`config.mk`:
```
export PLATFORM = sky130hd
export DESIGN_NAME = wdu_top
export DESIGN_NICKNAME = d
export VERILOG_FILES = /design/src/wdu_top.v /design/src/wdu_osc_div.v /design/src/wdu_axil.v
export VERILOG_INCLUDE_DIRS = /design/src
export SDC_FILE = /design/constraint.sdc
export NUM_CORES = 1
export LEC_CHECK = 0
export BUFFER_PORTS_ARGS = -buffer_cell sky130_fd_sc_hd__buf_4
export CAP_MARGIN = 20
export CORE_ASPECT_RATIO = 0.7
export CORE_MARGIN = 2
export CORE_UTILIZATION = 53
export DETAILED_ROUTE_END_ITERATION = 10
export GPL_ROUTABILITY_DRIVEN = 1
export GPL_TIMING_DRIVEN = 1
export PLACE_DENSITY_LB_ADDON = 0.08
export SYNTH_ARGS = -nofsm -noshare
export SYNTH_HDL_FRONTEND = slang
export SYNTH_SLANG_ARGS = --single-unit
export TNS_END_PERCENT = 100
```
`constraint.sdc`:
```
create_clock -name ref_clk_in -period 6 [get_ports ref_clk_in]
set_input_delay 0.9 -clock ref_clk_in [delete_from_list [all_inputs] [get_ports ref_clk_in]]
set_output_delay 0.9 -clock ref_clk_in [all_outputs]
set_load 0.02 [all_outputs]
```
`src/wdu_regs.vh`:
```
// Register map, field positions and timing constants of the watchdog unit
`ifndef WDU_REGS_VH
`define WDU_REGS_VH

// Byte offsets on the register bus
`define WDU_OFS_CONTROL     4'h0
`define WDU_OFS_CAUSE       4'h4

// watchdog_control fields
`define WDU_BIT_IRQ_FLAG    7
`define WDU_BIT_IRQ_EN      6
`define WDU_BIT_PSEL3       5
`define WDU_BIT_UNLOCK      4
`define WDU_BIT_RST_EN      3
`define WDU_CTRL_RESET      8'h00

// reset_cause_status fields
`define WDU_BIT_WD_CAUSE    3

// Timing
`define WDU_SYS_CLK_HZ      25000000
`define WDU_OSC_HZ          128000
`define WDU_OSC_DIV         (`WDU_SYS_CLK_HZ / `WDU_OSC_HZ)
`define WDU_UNLOCK_CYCLES   4
`define WDU_BASE_PERIOD     2048
`define WDU_PSEL_MAX        4'h9

`endif

```
`src/wdu_top.v`:
```
// Watchdog unit with timed unlock, register file and time-out logic
`timescale 1ns/1ps
`default_nettype none
`include "wdu_regs.vh"
// How it works
// - Counter advances on 128 kHz oscillator ticks, not system clock.
// - Restart instruction zeroes counter; missing it lets time-out action happen.
// - Fuse unprogrammed: reset/irq enables pick stopped, irq, reset or combined.
// - Fuse programmed forces reset enable one, irq enable zero.
// - Unlock bit clears itself four clock cycles after being set.
// - Clearing reset enable or changing period only accepted while unlocked.
// - Watchdog reset cause flag forces reset enable to one.
// - Time-out with interrupt configured sets the interrupt flag.
// - Vector execution clears the interrupt flag.
// - Writing one clears the interrupt flag; zero leaves it.
// - Request raised when flag, irq enable and global enable all set.
// - Combined mode vector clears irq enable and flag, leaving reset mode.
// - Combined mode time-out with flag still pending applies reset.
// - Period select bits 5,2..0 pick 2048 shl n oscillator cycles; codes above 9 give 2048 shl 9.
// - Time-out interrupt request wakes the device from sleep.
// - Control bits, reset enable included, reset to zero; a programmed fuse then sets reset enable.
// - Reset-mode time-out gives a one system clock reset pulse.
// - Reset cause flag set by watchdog reset, cleared by power-on or zero write.
module wdu_top #(
   parameter OSC_DIV     = `WDU_OSC_DIV,
   parameter UNLOCK_CYC  = `WDU_UNLOCK_CYCLES
) (
   // Clock and reset
   input  wire        ref_clk_in,
   input  wire        rstn_in,
   // Core side
   input  wire        restart_in,
   input  wire        vector_ack_in,
   input  wire        global_irq_en_in,
   input  wire        always_on_fuse_in,
   output wire        irq_out,
   output wire        wake_out,
   output reg         sys_reset_out,
   // AXI4-Lite write
   input  wire [3:0]  s_axi_awaddr,
   input  wire        s_axi_awvalid,
   output wire        s_axi_awready,
   input  wire [31:0] s_axi_wdata,
   input  wire [3:0]  s_axi_wstrb,
   input  wire        s_axi_wvalid,
   output wire        s_axi_wready,
   output wire [1:0]  s_axi_bresp,
   output wire        s_axi_bvalid,
   input  wire        s_axi_bready,
   // AXI4-Lite read
   input  wire [3:0]  s_axi_araddr,
   input  wire        s_axi_arvalid,
   output wire        s_axi_arready,
   output wire [31:0] s_axi_rdata,
   output wire [1:0]  s_axi_rresp,
   output wire        s_axi_rvalid,
   input  wire        s_axi_rready
);
   wire        tick;
   wire        wr_en;
   wire [3:0]  wr_addr;
   wire [7:0]  wr_data;
   wire [3:0]  rd_addr;
   reg  [7:0]  rd_data;
   reg  [7:0]  ctrl_reg;
   reg  [7:0]  ctrl_next;
   reg         cause_reg;
   reg         cause_next;
   reg  [2:0]  unlock_cnt_reg;
   reg  [2:0]  unlock_cnt_next;
   reg  [20:0] cnt_reg;
   reg  [20:0] cnt_next;
   reg  [3:0]  psel;
   reg         fuse_prog;
   reg         rst_en;
   reg         irq_en;
   reg  [1:0]  mode;
   reg         timeout;
   reg         to_irq;
   reg         to_rst;

   // Effective mode codes, reset enable in the upper bit
   localparam MODE_STOP = 2'b00;
   localparam MODE_IRQ  = 2'b01;
   localparam MODE_RST  = 2'b10;
   localparam MODE_BOTH = 2'b11;

   // Period length in oscillator cycles for a select code
   function [20:0] period_len;
      input [3:0] sel;
      begin
         if (sel > `WDU_PSEL_MAX)
            period_len = 21'd`WDU_BASE_PERIOD << `WDU_PSEL_MAX;
         else
            period_len = 21'd`WDU_BASE_PERIOD << sel;
      end
   endfunction

   // Address decode shared by read and write paths
   function addr_hit;
      input [3:0] a;
      begin
         addr_hit = (a == `WDU_OFS_CONTROL) || (a == `WDU_OFS_CAUSE);
      end
   endfunction

   wdu_osc_div #(
      .DIV (OSC_DIV)
   ) u_osc (
      .ref_clk_in (ref_clk_in),
      .rstn_in    (rstn_in),
      .tick_out   (tick)
   );

   wdu_axil u_bus (
      .ref_clk_in    (ref_clk_in),
      .rstn_in       (rstn_in),
      .s_axi_awaddr  (s_axi_awaddr),
      .s_axi_awvalid (s_axi_awvalid),
      .s_axi_awready (s_axi_awready),
      .s_axi_wdata   (s_axi_wdata),
      .s_axi_wstrb   (s_axi_wstrb),
      .s_axi_wvalid  (s_axi_wvalid),
      .s_axi_wready  (s_axi_wready),
      .s_axi_bresp   (s_axi_bresp),
      .s_axi_bvalid  (s_axi_bvalid),
      .s_axi_bready  (s_axi_bready),
      .s_axi_araddr  (s_axi_araddr),
      .s_axi_arvalid (s_axi_arvalid),
      .s_axi_arready (s_axi_arready),
      .s_axi_rdata   (s_axi_rdata),
      .s_axi_rresp   (s_axi_rresp),
      .s_axi_rvalid  (s_axi_rvalid),
      .s_axi_rready  (s_axi_rready),
      .wr_en_out     (wr_en),
      .wr_addr_out   (wr_addr),
      .wr_data_out   (wr_data),
      .wr_hit_in     (addr_hit(wr_addr)),
      .rd_addr_out   (rd_addr),
      .rd_data_in    (rd_data),
      .rd_hit_in     (addr_hit(rd_addr))
   );

   always @* begin
      if (rd_addr == `WDU_OFS_CONTROL)
         rd_data = ctrl_reg;
      else if (rd_addr == `WDU_OFS_CAUSE)
         rd_data = {4'h0, cause_reg, 3'b000};
      else
         rd_data = 8'h00;
   end

   // Mode decode and time-out detection
   always @* begin
      fuse_prog = !always_on_fuse_in;
      psel      = {ctrl_reg[`WDU_BIT_PSEL3], ctrl_reg[2:0]};
      rst_en    = fuse_prog | ctrl_reg[`WDU_BIT_RST_EN];
      irq_en    = !fuse_prog & ctrl_reg[`WDU_BIT_IRQ_EN];
      mode      = {rst_en, irq_en};
      // compare against selected period; >= catches a shortened period
      timeout   = tick && (mode != MODE_STOP) && (cnt_reg + 21'd1 >= period_len(psel));
      // Defaults keep the decode free of latches
      to_irq    = 1'b0;
      to_rst    = 1'b0;
      case (mode)
         MODE_STOP: begin
            to_irq = 1'b0;
            to_rst = 1'b0;
         end
         MODE_IRQ: begin
            to_irq = timeout;
         end
         MODE_RST: begin
            to_rst = timeout;
         end
         // pending flag in combined mode escalates
         MODE_BOTH: begin
            to_irq = timeout && !ctrl_reg[`WDU_BIT_IRQ_FLAG];
            to_rst = timeout && ctrl_reg[`WDU_BIT_IRQ_FLAG];
         end
         default: begin
            to_irq = 1'b0;
            to_rst = 1'b0;
         end
      endcase
   end

   // Control register next value
   always @* begin
      ctrl_next = ctrl_reg;
      if (wr_en && wr_addr == `WDU_OFS_CONTROL) begin
         ctrl_next[`WDU_BIT_IRQ_EN] = wr_data[`WDU_BIT_IRQ_EN];
         if (wr_data[`WDU_BIT_IRQ_FLAG])
            ctrl_next[`WDU_BIT_IRQ_FLAG] = 1'b0;
         if (ctrl_reg[`WDU_BIT_UNLOCK]) begin
            ctrl_next[`WDU_BIT_RST_EN] = wr_data[`WDU_BIT_RST_EN];
            ctrl_next[`WDU_BIT_PSEL3]  = wr_data[`WDU_BIT_PSEL3];
            ctrl_next[2:0]             = wr_data[2:0];
            ctrl_next[`WDU_BIT_UNLOCK] = 1'b0;
         end else begin
            ctrl_next[`WDU_BIT_RST_EN] = ctrl_reg[`WDU_BIT_RST_EN] | wr_data[`WDU_BIT_RST_EN];
         end
         // unlock needs both bits in one write
         if (wr_data[`WDU_BIT_UNLOCK] && wr_data[`WDU_BIT_RST_EN])
            ctrl_next[`WDU_BIT_UNLOCK] = 1'b1;
      end
      if (ctrl_reg[`WDU_BIT_UNLOCK] && unlock_cnt_reg == UNLOCK_CYC[2:0] - 3'd1)
         ctrl_next[`WDU_BIT_UNLOCK] = 1'b0;
      // combined mode drops irq enable too
      if (vector_ack_in) begin
         ctrl_next[`WDU_BIT_IRQ_FLAG] = 1'b0;
         if (rst_en)
            ctrl_next[`WDU_BIT_IRQ_EN] = 1'b0;
      end
      // Set wins over a clear in the same cycle
      if (to_irq)
         ctrl_next[`WDU_BIT_IRQ_FLAG] = 1'b1;
      // The control register alone is reset in the cycle that raises the pulse
      if (to_rst)
         ctrl_next = `WDU_CTRL_RESET;
      if (cause_reg || to_rst)
         ctrl_next[`WDU_BIT_RST_EN] = 1'b1;
      if (fuse_prog) begin
         ctrl_next[`WDU_BIT_RST_EN] = 1'b1;
         ctrl_next[`WDU_BIT_IRQ_EN] = 1'b0;
      end
   end

   // tick is a single-clock enable, so no crossing hazard remains
   // A stopped watchdog keeps its count at zero so enabling starts a full period
   always @* begin
      if (restart_in || timeout || mode == MODE_STOP)
         cnt_next = 21'd0;
      else if (tick)
         cnt_next = cnt_reg + 21'd1;
      else
         cnt_next = cnt_reg;
   end

   // window length in system clocks, restarted on every opening
   always @* begin
      if (ctrl_next[`WDU_BIT_UNLOCK] && !ctrl_reg[`WDU_BIT_UNLOCK])
         unlock_cnt_next = 3'd0;
      else if (ctrl_reg[`WDU_BIT_UNLOCK])
         unlock_cnt_next = unlock_cnt_reg + 3'd1;
      else
         unlock_cnt_next = unlock_cnt_reg;
   end

   // cause flag set on watchdog reset, zero write clears
   // The set wins so a reset cause is never lost to a racing write
   always @* begin
      if (to_rst)
         cause_next = 1'b1;
      else if (wr_en && wr_addr == `WDU_OFS_CAUSE && !wr_data[`WDU_BIT_WD_CAUSE])
         cause_next = 1'b0;
      else
         cause_next = cause_reg;
   end

   always @(posedge ref_clk_in) begin
      if (!rstn_in) begin
         ctrl_reg       <= `WDU_CTRL_RESET;
         cause_reg      <= 1'b0;
         unlock_cnt_reg <= 3'd0;
         cnt_reg        <= 21'd0;
         sys_reset_out  <= 1'b0;
      end else begin
         // All next values are formed above; this process only registers them
         ctrl_reg       <= ctrl_next;
         cause_reg      <= cause_next;
         unlock_cnt_reg <= unlock_cnt_next;
         cnt_reg        <= cnt_next;
         sys_reset_out  <= to_rst;
      end
   end

   // request gated by flag and both enables
   assign irq_out  = ctrl_reg[`WDU_BIT_IRQ_FLAG] & ctrl_reg[`WDU_BIT_IRQ_EN] & global_irq_en_in;
   // wake ignores the global enable so sleep can end
   assign wake_out = ctrl_reg[`WDU_BIT_IRQ_FLAG] & ctrl_reg[`WDU_BIT_IRQ_EN];
endmodule // wdu_top
`default_nettype wire

```
`src/wdu_osc_div.v`:
```
// Divider that stands in for the 128 kHz watchdog oscillator as an enable pulse
`timescale 1ns/1ps
`default_nettype none
module wdu_osc_div #(
   parameter DIV = 195
) (
   // Clock and reset
   input  wire ref_clk_in,
   input  wire rstn_in,
   // Oscillator tick
   output reg  tick_out
);
   reg [7:0] cnt_reg;

   always @(posedge ref_clk_in) begin
      if (!rstn_in) begin
         cnt_reg  <= 8'h00;
         tick_out <= 1'b0;
      end else if (cnt_reg == DIV[7:0] - 8'h01) begin
         cnt_reg  <= 8'h00;
         tick_out <= 1'b1;
      end else begin
         cnt_reg  <= cnt_reg + 8'h01;
         tick_out <= 1'b0;
      end
   end
endmodule // wdu_osc_div
`default_nettype wire

```
`src/wdu_axil.v`:
```
// AXI4-Lite slave front end for the watchdog registers
`timescale 1ns/1ps
`default_nettype none
module wdu_axil (
   // Clock and reset
   input  wire        ref_clk_in,
   input  wire        rstn_in,
   // AXI4-Lite write
   input  wire [3:0]  s_axi_awaddr,
   input  wire        s_axi_awvalid,
   output wire        s_axi_awready,
   input  wire [31:0] s_axi_wdata,
   input  wire [3:0]  s_axi_wstrb,
   input  wire        s_axi_wvalid,
   output wire        s_axi_wready,
   output reg  [1:0]  s_axi_bresp,
   output reg         s_axi_bvalid,
   input  wire        s_axi_bready,
   // AXI4-Lite read
   input  wire [3:0]  s_axi_araddr,
   input  wire        s_axi_arvalid,
   output wire        s_axi_arready,
   output reg  [31:0] s_axi_rdata,
   output reg  [1:0]  s_axi_rresp,
   output reg         s_axi_rvalid,
   input  wire        s_axi_rready,
   // Register side
   output wire        wr_en_out,
   output wire [3:0]  wr_addr_out,
   output wire [7:0]  wr_data_out,
   input  wire        wr_hit_in,
   output wire [3:0]  rd_addr_out,
   input  wire [7:0]  rd_data_in,
   input  wire        rd_hit_in
);
   reg        aw_full_reg;
   reg        w_full_reg;
   reg [3:0]  awaddr_reg;
   reg [7:0]  wdata_reg;
   reg        wlane_reg;

   assign s_axi_awready = !aw_full_reg && !s_axi_bvalid;
   assign s_axi_wready  = !w_full_reg && !s_axi_bvalid;
   assign s_axi_arready = !s_axi_rvalid;
   // Only byte lane 0 carries register bits; a write without it stores nothing
   assign wr_en_out     = aw_full_reg && w_full_reg && wlane_reg;
   assign wr_addr_out   = awaddr_reg;
   assign wr_data_out   = wdata_reg;
   assign rd_addr_out   = s_axi_araddr;

   always @(posedge ref_clk_in) begin
      if (!rstn_in) begin
         aw_full_reg  <= 1'b0;
         w_full_reg   <= 1'b0;
         awaddr_reg   <= 4'h0;
         wdata_reg    <= 8'h00;
         wlane_reg    <= 1'b0;
         s_axi_bvalid <= 1'b0;
         s_axi_bresp  <= 2'b00;
         s_axi_rvalid <= 1'b0;
         s_axi_rresp  <= 2'b00;
         s_axi_rdata  <= 32'h0000_0000;
      end else begin
         if (s_axi_awvalid && s_axi_awready) begin
            aw_full_reg <= 1'b1;
            awaddr_reg  <= s_axi_awaddr;
         end
         if (s_axi_wvalid && s_axi_wready) begin
            w_full_reg <= 1'b1;
            wdata_reg  <= s_axi_wdata[7:0];
            wlane_reg  <= s_axi_wstrb[0];
         end
         if (aw_full_reg && w_full_reg) begin
            aw_full_reg  <= 1'b0;
            w_full_reg   <= 1'b0;
            s_axi_bvalid <= 1'b1;
            s_axi_bresp  <= wr_hit_in ? 2'b00 : 2'b10;
         end else if (s_axi_bvalid && s_axi_bready) begin
            s_axi_bvalid <= 1'b0;
         end
         if (s_axi_arvalid && s_axi_arready) begin
            s_axi_rvalid <= 1'b1;
            s_axi_rdata  <= {24'h00_0000, rd_data_in};
            s_axi_rresp  <= rd_hit_in ? 2'b00 : 2'b10;
         end else if (s_axi_rvalid && s_axi_rready) begin
            s_axi_rvalid <= 1'b0;
         end
      end
   end
endmodule // wdu_axil
`default_nettype wire

```
==> results of run 1 <==
==> area by class of cell <==
cell class	instances	area, µm²
Sequential cell	70	1401
Clock buffer	10	137.6
Multi-Input combinational cell	361	2162
Fill cell	609	2490
Tap cell	94	117.6
Inverter	11	41.29
Clock inverter	6	116.4
Timing Repair Buffer	47	352.8
==> critical path, cell delays in order, from the launching register on <==
cell and delay (ns):
dfxtp_1 0.43, ha_1 0.24, nand3_2 0.15, nor4_4 0.51, nand4_2 0.23, xnor2_1 0.19
ha_1 0.32, a211o_1 0.31, a21oi_1 0.12, buf_4 0.29, inv_1 0.20, or4_1 0.51
a31oi_1 0.22
==> power by group through the flow <==
stage               registers, µW  clock network [µW]  logic [µW]
detailed placement            496                   0        79.0
finish                        486                 478        79.3
floorplan                     495                   0        63.8
global placement              496                   0        78.0
CTS                           485                 484        79.2
global route                  487                 508        88.0
==> Yosys cell counts (3+ instances only) <==
master	count
dfxtp_1	70
nand2_1	67
nor2_1	46
buf_4	26
a21oi_1	25
nand3_1	21
clkbuf_1	20
nand4_1	18
a31oi_1	16
ha_1	16
mux2i_1	11
nor3_1	10
xnor2_1	10
inv_1	8
a22oi_1	7
or4_1	6
nand2b_1	5
o211ai_1	5
xor2_1	5
a211oi_1	4
and2_1	4
and4_1	4
nand4b_1	4
o21a_1	4
and3_1	3
nor2b_1	3
nor4_1	3
o21ai_0	3
or2_1	3
==> routing by layer <==
layer / GRT usage / vias up / part of all wire
li1: - / 1691 / -
met5: 0 / - / 0
met3: 0.05974 / 9 / 0.071
met1: 0.3351 / 1539 / 0.51
met4: 0.08000 / 0 / 0.012
met2: 0.3413 / 128 / 0.41
==> logic make-up after synthesis <==
group                    count (synthesis)  synth area share
adder cells (fa/ha/maj)                 16           0.05287
AO/OA/AOI/OAI                           79            0.1355
flip-flops                              70            0.3701
AND/OR/NAND/NOR                        214            0.2931
buffers and inverters                   58           0.08361
XOR/XNOR                                15           0.03470
multiplexers                            11           0.02908
other                                    1         0.0009905
==> final timing paths <==
| check | cells past startpoint | end | slack (ns) |
|---|---|---|---|
| max | 12 | cnt_reg[10] | 2.17 |
| min | 2 | u_bus.wr_data_out[7] | 0.47 |
| max reg2reg | 12 | cnt_reg[10] | 2.17 |
| min reg2reg | 2 | u_bus.wr_data_out[7] | 0.47 |
==> per-stage QoR <==
| stage | hold WS (ns) | power (µW) | cells | util | cell area (µm²) |
|---|---|---|---|---|---|
| floorplan | 0.4357 | 559.0 | 489 | - | 3880 |
| global placement | 0.4481 | 574.0 | 583 | 0.5976 | 4075 |
| detailed placement | 0.4575 | 575.4 | 583 | 0.5976 | 4075 |
| CTS | 0.4694 | 1048 | 599 | 0.6349 | 4329 |
| global route | 0.4875 | 1083 | 599 | 0.6349 | 4329 |
| finish | 0.4710 | 1042 | 599 | 0.6349 | 4329 |
==> placed cells by master (no fill, tap or decap), types with 4 or more instances in the layout <==
master	instances
a211oi_1	4
a21oi_1	25
a22oi_1	7
a31oi_1	16
and2_1	4
and4_1	4
buf_4	47
clkbuf_8	10
conb_1	26
dfxtp_1	70
ha_1	16
inv_1	8
mux2i_1	11
nand2_1	67
nand2b_1	5
nand3_1	21
nand4_1	18
nand4b_1	4
nor2_1	46
nor3_1	10
o211ai_1	5
o21a_1	4
or4_1	6
xnor2_1	10
xor2_1	5
==> results_dict.tcl, run 1 <==
set metrics [dict create \
    hold_viol 0 \
    startpoint "cnt_reg[0]" \
    setup_viol_count_final 0 \
    post-cts-setup-buffers 0 \
    crit_path_start_kind "flop" \
    clock-root-buffer "clkbuf_8" \
    fin_crit_ns 3.835 \
    p_seq_frac 0.466 \
    grtUsageTotal 0.2327 \
    syn_to_final_growth_pct 14.34 \
    synth-seq-cells 70 \
    drt-initial-drc-count 242 \
    ys_top_cells_by_area "dfxtp_1 37%, nand2_1 6.6%, ha_1 5.3%, buf_4 5.2%, nor2_1 4.6%" \
    leakage_uw 0.001694 \
    cts_num_sinks 70 \
    yosys_most_used_dff "dfxtp_1" \
    rows 25 \
    drc_errors 0 \
    fin_tns_setup_ns 0 \
    synth.yosys.warnings 0 \
    fmax_ghz 0.2608 \
    vias 3367 \
    cp-end-kind "flop" \
    ir_drop_mv 0.1410 \
    setup_ws_ns 2.165 \
    period_share 0.6391 \
    fin_worst_skew_ns 0.01286 \
    grt_antenna_before_repair 0 \
    io_pins 99 \
    synth_area_leader_cell "dfxtp_1" \
    max_cap_violations 0 \
    r2r-start "cnt_reg[0]" \
    grt_pass1_wl_um 14500 \
    netlist_area_mm2 0.003786 \
    first_pass_iters 5 \
    nets 571 \
    via_per_inst 5.621 \
    comb_power_share 0.076 \
    powerDensity_mw_per_mm2 240.8 \
    drv_slew 0 \
    drive_above_1_share 0.1465 \
    status "completed" \
    internal_power_uw 795.3 \
    rsz0062_at_grt "false" \
    switching_share 0.2371 \
    syn_avg_cell_area_um2 8.160 \
    yosysSeqAreaShare 0.3701 \
    grt_pass1_vias 3066 \
    crit_required_ns 6.25 \
    power.switching_uw 247.2 \
    synth_cell_types 56 \
    pwr-share-clk 0.458 \
    ctsHoldBuffers 0 \
    arrival_ns 4.08 \
    start_util 0.5552 \
    gp_congestion 0.7898 \
    portBuffers 45 \
    numCtsBuffers 9 \
    cts_tree "done" \
    die_w_um 105.0 \
    cts_max_level 3 \
    finalWirelength_um 8701 \
    slew_headroom 0.2786 \
    synth.top_cell.area_share 0.3701 \
    largest_reg_flops 21 \
    die_area_mm2 0.007847 \
    crit_fanout 23 \
    hold_class "flop to flop" \
    synth-edff-count 0 \
    grt_max_degree 43 \
    ys_async_sr_fraction 0 \
    cts_resized 0 \
    syn_inst 464 \
    holdCritStartpoint "u_bus.wr_data_out[7]" \
    die_h_um 74.72 \
    wl_per_cell_um 14.53 \
    pre_cts_slack_ns 2.322 \
    antenna_left 0 \
    diodes 0 \
    path_class "flop to flop" \
    grt_overflow_total 0 \
    core_area_mm2 0.006819 \
    dp_hpwl_um 6090 \
    cts_buffer_depth 2 \
    clk_pin_slew_ns 0.08 \
    worstSkewPairLatency_ns 0.34 \
    worst_slew_pin_slew_ns 1.068 \
]
(Power assumes the default switching activity.)
==> run 2, diff against run 1 <==
CORE_UTILIZATION = 48   (was 53)
clock period = 3.41 ns   (was 6 ns; I/O delays follow)
==> results_dict.tcl, run 2 (synthesis results as in run 1) <==
set metrics [dict create \
    worst_slew_pin_slew_ns 0.7914 \
    vias 3354 \
    rows 27 \
    pre_cts_slack_ns 0.2310 \
    diodes 0 \
    status "completed" \
    io_pins 99 \
    drc_errors 0 \
    largest_reg_flops 21 \
    syn_to_final_growth_pct 19.73 \
    cts_buffer_depth 2 \
    fmax_ghz 0.3095 \
    startpoint "cnt_reg[0]" \
    layout_commonest_cell "dfxtp_1" \
    portBuffers 45 \
    fin_crit_ns 3.231 \
    die_h_um 78.31 \
    nFillCells 690 \
    leakage_uw 0.001791 \
    cts_num_sinks 70 \
    grt_max_degree 42 \
    first_pass_iters 4 \
    nets 585 \
    gp_congestion 0.7969 \
    drv_slew 0 \
    numCtsBuffers 9 \
    fin_worst_skew_ns 0.009476 \
    ir_drop_mv 0.2349 \
    rsz0062_at_grt "false" \
    worstSkewPairLatency_ns 0.33 \
    ff2ff_path_depth 11 \
    dp_cells 604 \
    grt_pass1_wl_um 15000 \
    min_path_cells 2 \
    cts_max_level 3 \
    whs_ns 0.3608 \
    hold_viol 0 \
    period_share 0.9475 \
    setup_ws_ns 0.1791 \
    r2r-end "cnt_reg[18]" \
    cp-end-kind "flop" \
    setup_viol_count_final 0 \
    clk_pin_slew_ns 0.06 \
    rrSetupSlack_ns 0.18 \
    arrival_ns 3.47 \
    r2r-start "cnt_reg[0]" \
    p_seq_frac 0.428 \
    grt_overflow_total 0 \
    die_area_mm2 0.008625 \
    via_per_inst 5.418 \
    powerDensity_mw_per_mm2 442.3 \
    pwr-share-clk 0.502 \
    cts_tree "done" \
    seq_area_mm2 0.001403 \
    die_w_um 110.2 \
    power.switching_uw 457.5 \
    switching_share 0.2282 \
    start_util 0.4873 \
    ctsHoldBuffers 0 \
    core_area_mm2 0.007770 \
    wl_per_cell_um 14.16 \
    grt_pass1_vias 3100 \
    layout_common_cells "69 x dfxtp_1, 67 x nand2_1, 60 x buf_4" \
    crit_path_start_kind "flop" \
    crit_required_ns 3.65 \
    max_cap_violations 0 \
    multi_input_area_mm2 0.002170 \
    crit_fanout 8 \
    final_cells 619 \
    grt_antenna_before_repair 0 \
    antenna_left 0 \
    drive_above_1_share 0.1718 \
    grtUsageTotal 0.2207 \
    finalWirelength_um 8766 \
    path_class "flop to flop" \
    crit_end "cnt_reg[18]" \
    internal_power_uw 1547 \
    power.total_uw 2005 \
    clock-root-buffer "clkbuf_16" \
    drt-initial-drc-count 199 \
    slew_headroom 0.4724 \
    fin_tns_setup_ns 0 \
    comb_power_share 0.070 \
    dp_hpwl_um 6258 \
    hold_class "input pin to flop" \
]
run 2: stage by stage:
step | area (µm²) | utilization
2_1_floorplan | 3880 | -
3_3_place_gp | 4202 | 0.5407
3_5_place_dp | 4202 | 0.5407
4_1_cts | 4524 | 0.5823
5_1_grt | 4533 | 0.5834
6_report | 4533 | 0.5834
run 2: timing repair:
item,4_1_cts,5_1_grt
hold endpoints to repair,0,0
setup buffers,0,0
setup endpoints to repair,0,2
gates resized for setup,0,2
run 2: how the worst min path moves through the flow:
stage	from	endpoint
2_1_floorplan	u_bus.wr_data_out[0]	u_bus.wr_data_out[0]
3_3_place_gp	u_bus.wr_data_out[7]	u_bus.wr_data_out[7]
3_5_place_dp	u_bus.wr_data_out[6]	u_bus.wr_data_out[6]
4_1_cts	s_axi_rready	u_bus.s_axi_rvalid
5_1_grt	s_axi_rready	u_bus.s_axi_rvalid
6_report	s_axi_rready	u_bus.s_axi_rvalid
run 2: metal layers:
layer / track usage / vias to the layer above / part of all wire
li1: - / 1706 / -
met1: 0.3480 / 1550 / 0.55
met2: 0.2926 / 96 / 0.39
met3: 0.04236 / 2 / 0.055
met4: 0.07500 / 0 / 0.0040
met5: 0 / - / 0
run 2: worst max-delay path: stages, from the launching register on:
cell      delay, ns
dfxtp_1        0.33
ha_1           0.20
nand3_2        0.15
or2_1          0.30
o41a_1         0.43
or2_1          0.25
ha_1           0.31
o211ai_1       0.15
a41oi_2        0.15
buf_4          0.19
or4_1          0.50
a31oi_1        0.18
run 2: area by class of cell:
class	instances	area share
multi-input combinational	361	0.4786
sequential	70	0.3094
timing repair buffer	61	0.1038
clock buffer	10	0.05272
tap	101	0.02788
clock inverter	5	0.01849
inverter	11	0.009108
run 2: power by group through the flow:
stage | clock [µW] | combinational (µW) | sequential (µW)
after floorplan | 0 | 112 | 871
after global placement | 0 | 139 | 874
after detailed placement | 0 | 140 | 874
after CTS | 1020 | 140 | 857
after global routing | 1050 | 157 | 859
final | 1010 | 140 | 857
